## src/sbg_cfg.svh

```systemverilog
// Contract
// RULE1: divisor is high register bits 4:0 above low register bits 7:0, thirteen bits.
// RULE2: high register write is only buffered; working high bits load on low write.
// RULE3: software writes high register first, then low register, to change divisor.
// RULE4: a zero divisor stops the generator completely; no baud timing is produced.
// RULE5: divisor one to 8191 gives baud rate equal to bus clock over sixteen times divisor.
// RULE6: low register resets non-zero, yet generator idles until receiver or transmitter enabled.
// RULE7: high register bit 7 lets the break-detect flag request an interrupt.
// RULE8: high register bit 6 lets the receive-edge flag request an interrupt.
// RULE9: modulo counter emits one oversampling pulse every divisor cycles, then reloads.
`ifndef SBG_CFG_SVH
`define SBG_CFG_SVH

`define SBG_ADDR_W      3
`define SBG_DATA_W      8
`define SBG_DIV_W       13
`define SBG_HI_W        5

`define SBG_OFS_BDH     3'h0
`define SBG_OFS_BDL     3'h1
`define SBG_OFS_CTRL    3'h2
`define SBG_OFS_STAT    3'h3
`define SBG_OFS_STATE   3'h4

`define SBG_BDH_BRKIE   7
`define SBG_BDH_EDGIE   6
`define SBG_BDH_HI_MSB  4
`define SBG_CTRL_TE     3
`define SBG_CTRL_RE     2
`define SBG_STAT_BRK    7
`define SBG_STAT_EDG    6
`define SBG_STATE_RUN   0
`define SBG_STATE_ARMED 1

`define SBG_BDH_RST     8'h00
`define SBG_BDL_RST     8'h04
`define SBG_CTRL_RST    8'h00
`define SBG_DIV_ZERO    13'h0000
`define SBG_DIV_ONE     13'h0001

`define SBG_OVS_W       4
`define SBG_OVS_LAST    4'hf

`endif

```

## src/sbg_pkg.sv

```systemverilog
package sbg_pkg;

    typedef enum logic [1:0] {
        SBG_IDLE = 2'b00,
        SBG_STOP = 2'b01,
        SBG_RUN  = 2'b10
    } sbg_gen_t;

    typedef struct packed {
        logic [12:0] cnt;
        logic        tick;
    } sbg_cnt_st_t;

    typedef struct packed {
        logic [7:0] bdh_buf;
        logic [4:0] hi_work;
        logic [7:0] bdl;
        logic       re;
        logic       te;
        logic       brk_flag;
        logic       edg_flag;
        sbg_gen_t   gen;
        logic [3:0] phase;
        logic       bit_tick;
        logic [7:0] rdata;
    } sbg_regs_t;

endpackage : sbg_pkg

```

## src/sbg_counter.sv

```systemverilog
`timescale 1ns/1ps
`include "sbg_cfg.svh"

module sbg_counter
    import sbg_pkg::*;
(
    input  wire logic        clk,
    input  wire logic        nrst,
    input  wire logic        run,
    input  wire logic [12:0] divisor,
    output logic             tick
);

    sbg_cnt_st_t st_r;
    sbg_cnt_st_t st_nxt;

    // modulo count, one pulse per divisor cycles
    always_comb begin
        st_nxt = st_r;
        st_nxt.tick = 1'b0;
        if (!run) begin
            st_nxt.cnt = `SBG_DIV_ZERO;
        end else if (st_r.cnt >= divisor - `SBG_DIV_ONE) begin // see RULE9
            st_nxt.cnt  = `SBG_DIV_ZERO;
            st_nxt.tick = 1'b1;
        end else begin
            st_nxt.cnt = st_r.cnt + `SBG_DIV_ONE;
        end
    end

    always_ff @(posedge clk) begin
        if (!nrst) begin
            st_r <= '0;
        end else begin
            st_r <= st_nxt;
        end
    end

    // hold a pending pulse back once run drops, so a stopped generator shows none
    assign tick = st_r.tick && run; // see RULE4

endmodule : sbg_counter

```

## src/sbg_top.sv

```systemverilog
// The placing of the registers and strobed register access are this design's own decisions.
`timescale 1ns/1ps
`include "sbg_cfg.svh"

module sbg_top
    import sbg_pkg::*;
(
    input  wire logic                   CLK_SYS,
    input  wire logic                   NRST,
    input  wire logic [`SBG_ADDR_W-1:0] ADDR,
    input  wire logic [`SBG_DATA_W-1:0] WDATA,
    input  wire logic                   WR,
    input  wire logic                   RD,
    output logic      [`SBG_DATA_W-1:0] RDATA,
    input  wire logic                   BREAK_DET,
    input  wire logic                   RX_EDGE,
    output logic                        RX_ENABLE,
    output logic                        TX_ENABLE,
    output logic                        BAUD_TICK,
    output logic                        BAUD_BIT,
    output logic                        BAUD_ACTIVE,
    output logic                        IRQ
);

    sbg_regs_t             r_r;
    sbg_regs_t             r_nxt;
    logic [`SBG_DIV_W-1:0] div_work;
    logic [`SBG_DIV_W-1:0] div_next;
    logic                  tick;
    logic                  wr_bdh;
    logic                  wr_bdl;
    logic                  wr_ctrl;
    logic                  wr_stat;
    logic                  arm_wr;

    localparam logic [7:0] ctrl_rst = `SBG_CTRL_RST;

    assign wr_bdh  = WR && (ADDR == `SBG_OFS_BDH);
    assign wr_bdl  = WR && (ADDR == `SBG_OFS_BDL);
    assign wr_ctrl = WR && (ADDR == `SBG_OFS_CTRL);
    assign wr_stat = WR && (ADDR == `SBG_OFS_STAT);
    assign arm_wr  = wr_ctrl && (WDATA[`SBG_CTRL_RE] || WDATA[`SBG_CTRL_TE]);

    // working divisor from working high bits and low register
    assign div_work = {r_r.hi_work, r_r.bdl}; // see RULE1

    always_comb begin
        r_nxt = r_r;
        r_nxt.bit_tick = 1'b0;
        r_nxt.rdata    = 8'h00;

        // high half only lands in the buffer
        if (wr_bdh) begin
            r_nxt.bdh_buf = WDATA; // see RULE2
        end
        // low write commits buffered high bits together with low bits
        if (wr_bdl) begin
            r_nxt.bdl     = WDATA; // see RULE1
            r_nxt.hi_work = r_r.bdh_buf[`SBG_BDH_HI_MSB:0]; // see RULE2
        end
        if (wr_ctrl) begin
            r_nxt.re = WDATA[`SBG_CTRL_RE];
            r_nxt.te = WDATA[`SBG_CTRL_TE];
        end

        // sticky flags, write one to clear, a new event wins
        if (wr_stat && WDATA[`SBG_STAT_BRK]) begin
            r_nxt.brk_flag = 1'b0;
        end
        if (wr_stat && WDATA[`SBG_STAT_EDG]) begin
            r_nxt.edg_flag = 1'b0;
        end
        if (BREAK_DET) begin
            r_nxt.brk_flag = 1'b1;
        end
        if (RX_EDGE) begin
            r_nxt.edg_flag = 1'b1;
        end

        div_next = {r_nxt.hi_work, r_nxt.bdl};

        // generator state: idle after reset until first enable
        case (r_r.gen)
            SBG_IDLE: begin
                if (arm_wr) begin // see RULE6
                    r_nxt.gen = (div_next == `SBG_DIV_ZERO) ? SBG_STOP : SBG_RUN;
                end
            end
            SBG_RUN: begin
                if (div_next == `SBG_DIV_ZERO) begin // see RULE4
                    r_nxt.gen = SBG_STOP;
                end
            end
            SBG_STOP: begin
                if (div_next != `SBG_DIV_ZERO) begin
                    r_nxt.gen = SBG_RUN;
                end
            end
            default: begin
                r_nxt.gen = SBG_IDLE;
            end
        endcase

        // sixteen oversampling pulses make one bit time
        if (r_r.gen != SBG_RUN) begin
            r_nxt.phase = '0;
        end else if (tick) begin
            r_nxt.phase = r_r.phase + 4'h1; // see RULE5
            if (r_r.phase == `SBG_OVS_LAST) begin
                r_nxt.bit_tick = 1'b1; // see RULE5
            end
        end

        // read data, valid in the cycle after the strobe
        if (RD) begin
            case (ADDR)
                `SBG_OFS_BDH: begin
                    r_nxt.rdata = r_r.bdh_buf & 8'hdf;
                end
                `SBG_OFS_BDL: begin
                    r_nxt.rdata = r_r.bdl;
                end
                `SBG_OFS_CTRL: begin
                    r_nxt.rdata[`SBG_CTRL_RE] = r_r.re;
                    r_nxt.rdata[`SBG_CTRL_TE] = r_r.te;
                end
                `SBG_OFS_STAT: begin
                    r_nxt.rdata[`SBG_STAT_BRK] = r_r.brk_flag;
                    r_nxt.rdata[`SBG_STAT_EDG] = r_r.edg_flag;
                end
                `SBG_OFS_STATE: begin
                    r_nxt.rdata[`SBG_STATE_RUN]   = (r_r.gen == SBG_RUN);
                    r_nxt.rdata[`SBG_STATE_ARMED] = (r_r.gen != SBG_IDLE);
                end
                default: begin
                    r_nxt.rdata = 8'h00;
                end
            endcase
        end
    end

    always_ff @(posedge CLK_SYS) begin
        if (!NRST) begin
            r_r          <= '0;
            r_r.bdh_buf  <= `SBG_BDH_RST;
            r_r.bdl      <= `SBG_BDL_RST; // see RULE6
            r_r.re       <= ctrl_rst[`SBG_CTRL_RE];
            r_r.te       <= ctrl_rst[`SBG_CTRL_TE];
            r_r.gen      <= SBG_IDLE;
        end else begin
            r_r <= r_nxt;
        end
    end

    sbg_counter u_counter (
        .clk     (CLK_SYS),
        .nrst    (NRST),
        .run     (r_r.gen == SBG_RUN), // see RULE4
        .divisor (div_work),
        .tick    (tick)
    );

    assign RDATA       = r_r.rdata;
    assign RX_ENABLE   = r_r.re;
    assign TX_ENABLE   = r_r.te;
    assign BAUD_TICK   = tick;
    assign BAUD_BIT    = r_r.bit_tick;
    assign BAUD_ACTIVE = (r_r.gen == SBG_RUN);
    // enables in the high register act as the interrupt mask
    assign IRQ = (r_r.brk_flag && r_r.bdh_buf[`SBG_BDH_BRKIE])  // see RULE7
              || (r_r.edg_flag && r_r.bdh_buf[`SBG_BDH_EDGIE]); // see RULE8

    // helper logic for the checks below
    logic [12:0] gap_r;
    logic        seen_r;
    logic [12:0] div_prev_r;

    always_ff @(posedge CLK_SYS) begin
        if (!NRST) begin
            gap_r      <= 13'h0001;
            seen_r     <= 1'b0;
            div_prev_r <= 13'h0000;
        end else begin
            div_prev_r <= div_work;
            if (!BAUD_ACTIVE || div_work != div_prev_r) begin
                seen_r <= 1'b0;
                gap_r  <= 13'h0001;
            end else if (tick) begin
                seen_r <= 1'b1;
                gap_r  <= 13'h0001;
            end else begin
                gap_r <= gap_r + 13'h0001;
            end
        end
    end
endmodule : sbg_top

```

## config.mk

```make
export PLATFORM = sky130hd
export DESIGN_NAME = sbg_top
export DESIGN_NICKNAME = d
export VERILOG_FILES = /design/src/sbg_pkg.sv /design/src/sbg_counter.sv /design/src/sbg_top.sv
export VERILOG_INCLUDE_DIRS = /design/src
export SDC_FILE = /design/constraint.sdc
export NUM_CORES = 1
export LEC_CHECK = 0
export BUFFER_PORTS_ARGS = -buffer_cell sky130_fd_sc_hd__buf_2
export CORE_MARGIN = 4
export CORE_UTILIZATION = 50
export DETAILED_ROUTE_END_ITERATION = 6
export PLACE_DENSITY = 0.72
export SKIP_LAST_GASP = 1
export SLEW_MARGIN = 20
export SYNTH_ARGS = -nofsm -noshare
export SYNTH_HDL_FRONTEND = slang
export SYNTH_HIERARCHICAL = 1
export SYNTH_SLANG_ARGS = --single-unit
```

## constraint.sdc

```tcl
create_clock -name CLK_SYS -period 2.7 [get_ports CLK_SYS]
set_input_delay 0.135 -clock CLK_SYS [delete_from_list [all_inputs] [get_ports CLK_SYS]]
set_output_delay 0.135 -clock CLK_SYS [all_outputs]
set_load 0.05 [all_outputs]
```

==> Word-level counts from Yosys, hierarchy flattened <==
Index checks and enable logic that the tools add are counted.
{ "word_totals": {"output_inout_bits": 14, "ff_bits": 54, "word_cells": 72} }
{ "classes": {"n_addsub": 3, "n_reduce_logical": 25, "n_bitwise": 3, "muxes": 16, "n_lt_le_gt_ge": 1, "eq_ne": 11} }
{ "ops": {"columns": ["cell", "n"], "rows": [
  ["2-bit case mux with 3 select lines", 4],
  ["13-bit by 1-bit adder with 13-bit output (second input constant)", 1],
  ["13-bit greater-or-equal comparator", 1],
  ["13-bit zero test", 1],
  ["13-bit 2-to-1 mux", 1],
  ["13-bit nonzero test", 1],
  ["13-bit by 1-bit subtractor with 13-bit output (second input constant)", 1],
  ["1-bit logical AND", 10],
  ["2-bit 2-to-1 mux", 4],
  ["2-bit != test (second input constant)", 4],
  ["3-bit by 2-bit equality test with 1-bit output (second input constant)", 2],
  ["1-bit 2-to-1 mux", 6],
  ["2-bit nonzero test", 3],
  ["3-bit OR reduction", 2],
  ["4-bit by 1-bit adder with 4-bit output (second input constant)", 1],
  ["4-bit equality test (second input constant)", 1],
  ["2-bit case mux with 2 select lines", 1],
  ["2-bit AND reduction", 2],
  ["3-bit by 1-bit equality test with 1-bit output (second input constant)", 1],
  ["3-bit equality test (second input constant)", 1],
  ["3-bit zero test", 1],
  ["1-bit NOT", 3],
  ["3-bit AND reduction", 1],
  ["2-bit by 1-bit equality test with 1-bit output (second input constant)", 1],
  ["4 further kinds", 5]
]} }

==> Logic depth before layout (Yosys ltp) <==
{ "logic_depth": {"ltp_word": 7, "mapped_depth": 12, "mapped_depth_nobuf": 11} }

==> Hierarchy <==
Netlist, hierarchy kept.
{ "modules_own_cells": {"columns": ["module", "area_each_um2", "cells_each", "n_inst"], "rows": [
  ["sbg_top", 1712.9, 189, 1],
  ["sbg_counter", 1178.6, 127, 1]
]} }

==> Worst setup path before layout <==
No wires, ideal clock.
{ "synth_timing": {"path_type": "register to register", "start": "reg r_r (netlist bit div_work[3])", "end": "reg u_counter/st_r[10] in the netlist's numbering", "arrival_time_ns": 2.570, "t_required_ns": 2.561, "stages_incl_launch_ff": 10, "setup_ns": 0.139, "path_slack_ns": -0.009, "synth_period_minus_slack_ns": 2.709, "path_cell_list": "dfxtp_1 nor4_2 or3b_4 nor2_1 xnor2_1 ha_1 nand2_1 o2111ai_1 clkbuf_1 nor4_2"} }
{ "synth_via": {"elab_chain_len": 3} }
{ "synth_lines": {"columns": ["element", "line", "source"], "rows": [
  ["from (decl)", "sbg_top.sv:25", "sbg_regs_t r_r;"],
  ["from (signal assigned)", "sbg_top.sv:151", "r_r <= r_nxt;"],
  ["13-bit by 1-bit subtractor with 13-bit output (no line)", null, null],
  ["13-bit greater-or-equal comparator (no line)", null, null],
  ["3-bit OR reduction (no line)", null, null],
  ["to (signal assigned)", "sbg_counter.sv:35", "st_r <= st_nxt;"],
  ["to (decl)", "sbg_counter.sv:14", "sbg_cnt_st_t st_r;"]
]} }
No other way between the ends.
A chain may end at the register's enable or synchronous reset.

==> Worst setup path in the final report <==
{ "layout_timing": {"start": "reg r_r (netlist bit div_work[3])", "end": "reg u_counter/st_r[2] in the netlist's numbering"} }
The elaborated chain is that of the path after synthesis.

==> flow_summary.ini <==
[outcome]
outcome = complete, no violations

[placement]
hpwlAfterDp_microns = 4470
post_dp_cell_area_sq_um = 3090
dpl.cell_count = 409
port_buffers = 30
place_congestion = 0.859

[cells_and_area]
drive_above_1_share = 0.241
antennaDiodeCount = 0
fin_area_sq_um = 3270
seqCellArea_sq_um = 1060
nets = 380
n_fill_cell = 488
areaGrowthSynthToFinish_pct = 13.2
stdcell_count = 420
multi_input_area_sq_um = 1740

[clock_network]
cts_tree = yes
insertion_delay_ns = 0.31
cts_sinks = 53
cts.reportedPaths.clkPinSlew_ns = 0.10
clock-root-buffer = clkbuf_8
numCtsBuffers = 5
clockBufferDepth = 2
htreeDepth = 2

[routing]
drt_first_pass_iters = 4
drtIter0Drc = 127
post_drt_wl_per_cell_microns = 14.8
dr_total_vias = 2310
drc = 0
vias_per_cell = 5.50
ant_nets = 0
finalWirelength_microns = 6210

[critical_path]
crit_type = register to register
crit_fanout = 7
critPathArrivalTime_ns = 2.85
cpPeakStageDelay_ns = 0.45
end_kind = register
cpMostUsedCell = buf_4
crit_chain = nor4_4 -> or3b_4 -> xor2_2 -> ha_1 -> nand4_1 -> buf_4 -> a2111oi_4 -> buf_4 -> buf_8 -> nor4b_2
cp_num_buf_inv = 3
cpLargestDelayFamily = simple AND/OR/NAND/NOR gates
required_ns = 2.89
slowest_stage = or3b_4
critPathLaunchType = register

[synthesis]
synth_area_leader_cell = dfxtp_1
avgSynthCellArea_sq_um = 9.15
synth.most_common_cell = dfxtp_1
synthFlopType = dfxtp_1
synth_cells = 316
synthTopCellsByArea = dfxtp_1 (37%), ha_1 (6.9%), mux2i_1 (5.9%)
ys_async_sr_fraction = 0
mappedNetlistArea_sq_um = 2890
synthTopCellsByCount = dfxtp_1 (53), nand2_1 (42), nor2_1 (29)
synth.ff_latch_count = 53
syn_nets = 349
synth_edf_count = 0
yosysWarnings = 6
synth.distinct_cells = 47
yosysTopAreaCellShare = 0.367
synth_seq_area_share = 0.367

[floorplan]
die_y_microns = 84.0
die_w_microns = 84.0
pin_count = 31
dieArea_sq_um = 7060
start_util = 0.519
num_rows = 27
core_area_sq_um = 5570

[hold_path]
worstHoldPathType = input port to register

[sta]
fin_crit_sh = 0.984
maxSlewViolCount = 0
worstMarginPinSlew_ns = 0.740
relSlewSlack = 0.505
setup_violations = 0
min_period_ns = 2.66
clock.fmax_ghz = 0.376
rsz0062_at_grt = true
hold_viol_final = 0
fin_worst_skew_ns = 0.00871

[global_route]
grt_pass1_vias = 2132
grt_pass1_wl_microns = 10200
grt_util_all_layers = 0.176
antenna_found_initial = 0
grt-ovfl-total = 0
grt_max_degree = 30

[power_and_ir_drop]
ir_drop_mv = 0.287
power.leakage_uw = 0.00120
power_density_nw_per_um2 = 426
power_uw = 1390

[job]
maxCapViolations = 0
==> through the flow <==
step	hold slack (ns)	worst slack, ns	TNS (ns)	util
floorplan	0.259	0.131	0	-
global placement	0.346	0.155	0	0.554
detailed placement	0.350	0.0646	0	0.554
CTS	0.0254	0.0117	0	0.571
global route	0.0230	-0.0464	-0.443	0.587
finish	0.0316	0.0433	0	0.587
==> sequential cells by signal (all words and copies together), names as in the netlist <==
signal	count
r_r	15
div_work	13
RX_ENABLE	1
TX_ENABLE	1
RDATA	8
BAUD_BIT	1
u_counter/st_r	14
==> layer usage <==
metal / GRT usage / up-vias / share of wire
met5: 0 / - / 0
met4: 0.0526 / 0 / 0.021
met3: 0.0385 / 12 / 0.053
met2: 0.256 / 53 / 0.46
met1: 0.258 / 1082 / 0.47
li1: - / 1163 / -
==> worst register-to-register path: stages (launching register included) <==
cell       delay [ns]
dfxtp_2          0.34
nor4_4           0.31
or3b_4           0.45
xor2_2           0.16
ha_1             0.29
nand4_1          0.13
buf_4            0.19
a2111oi_4        0.30
buf_4            0.20
buf_8            0.14
nor4b_2          0.05
==> worst paths after layout <==
path	start	to	slack, ns	cells past startpoint
worst min register to register	r_r[12]	BAUD_BIT	0.49	2
worst max-delay path	div_work[3]	u_counter/st_r[2]	0.04	10
worst max register to register	div_work[3]	u_counter/st_r[2]	0.04	10
worst min-delay path	RX_EDGE	r_r[15]	0.03	2
==> power breakdown <==
part | internal, uW | switching [uW] | total [uW]
clock network | 185 | 260 | 446
registers | 791 | 9.00 | 800
logic | 61.9 | 85.2 | 147
==> timing repair <==
item	in CTS	in global routing
gates resized for setup	1	18
pin swaps	0	8
buffers inserted	0	2
endpoints found under the setup margin	1	13
hold buffers	0	0
cloned	0	1
endpoints found under the hold margin	0	0
==> kinds of logic (layout without fill, tap and decap cells) <==
logic type	count (synthesis)	after routing	synth area share
AOI/OAI and AO/OA	37	37	0.0995
xor gates and xnor gates	25	25	0.0757
adders and majority gates	16	16	0.0692
buffers and inverters	26	58	0.0506
DFF	53	53	0.367
muxes	17	17	0.0588
and+or+nand+nor	142	142	0.279
==> layout make-up <==
| class | count | share of cell area |
|---|---|---|
| clock buffer | 6 | 0.0222 |
| clock inverter | 2 | 0.00421 |
| inverter | 6 | 0.00688 |
| multi-input combinational | 237 | 0.533 |
| sequential | 53 | 0.325 |
| tap | 72 | 0.0275 |
| timing repair buffer | 44 | 0.0815 |
==> cell usage in the layout, fill, tap and decap left out, types with 2 or more instances in the layout <==
| cell type | n |
|---|---|
| o21ai_0 | 2 |
| buf_4 | 12 |
| o21a_1 | 2 |
| nor4_2 | 12 |
| a21boi_1 | 9 |
| a31oi_1 | 2 |
| nand4_1 | 7 |
| dfxtp_2 | 2 |
| nor2_1 | 29 |
| nor3_1 | 9 |
| a211oi_1 | 2 |
| inv_1 | 3 |
| ha_1 | 15 |
| buf_2 | 30 |
| nand2_1 | 41 |
| a21boi_0 | 5 |
| dfxtp_1 | 51 |
| nor3_2 | 3 |
| inv_2 | 3 |
| nand3_1 | 7 |
| nor2b_1 | 13 |
| a21oi_1 | 4 |
| clkbuf_8 | 5 |
| mux2i_1 | 17 |
| xor2_1 | 6 |
| xnor2_1 | 18 |
| nor4_1 | 8 |
No activity file was read; power rests on OpenSTA's default activity.
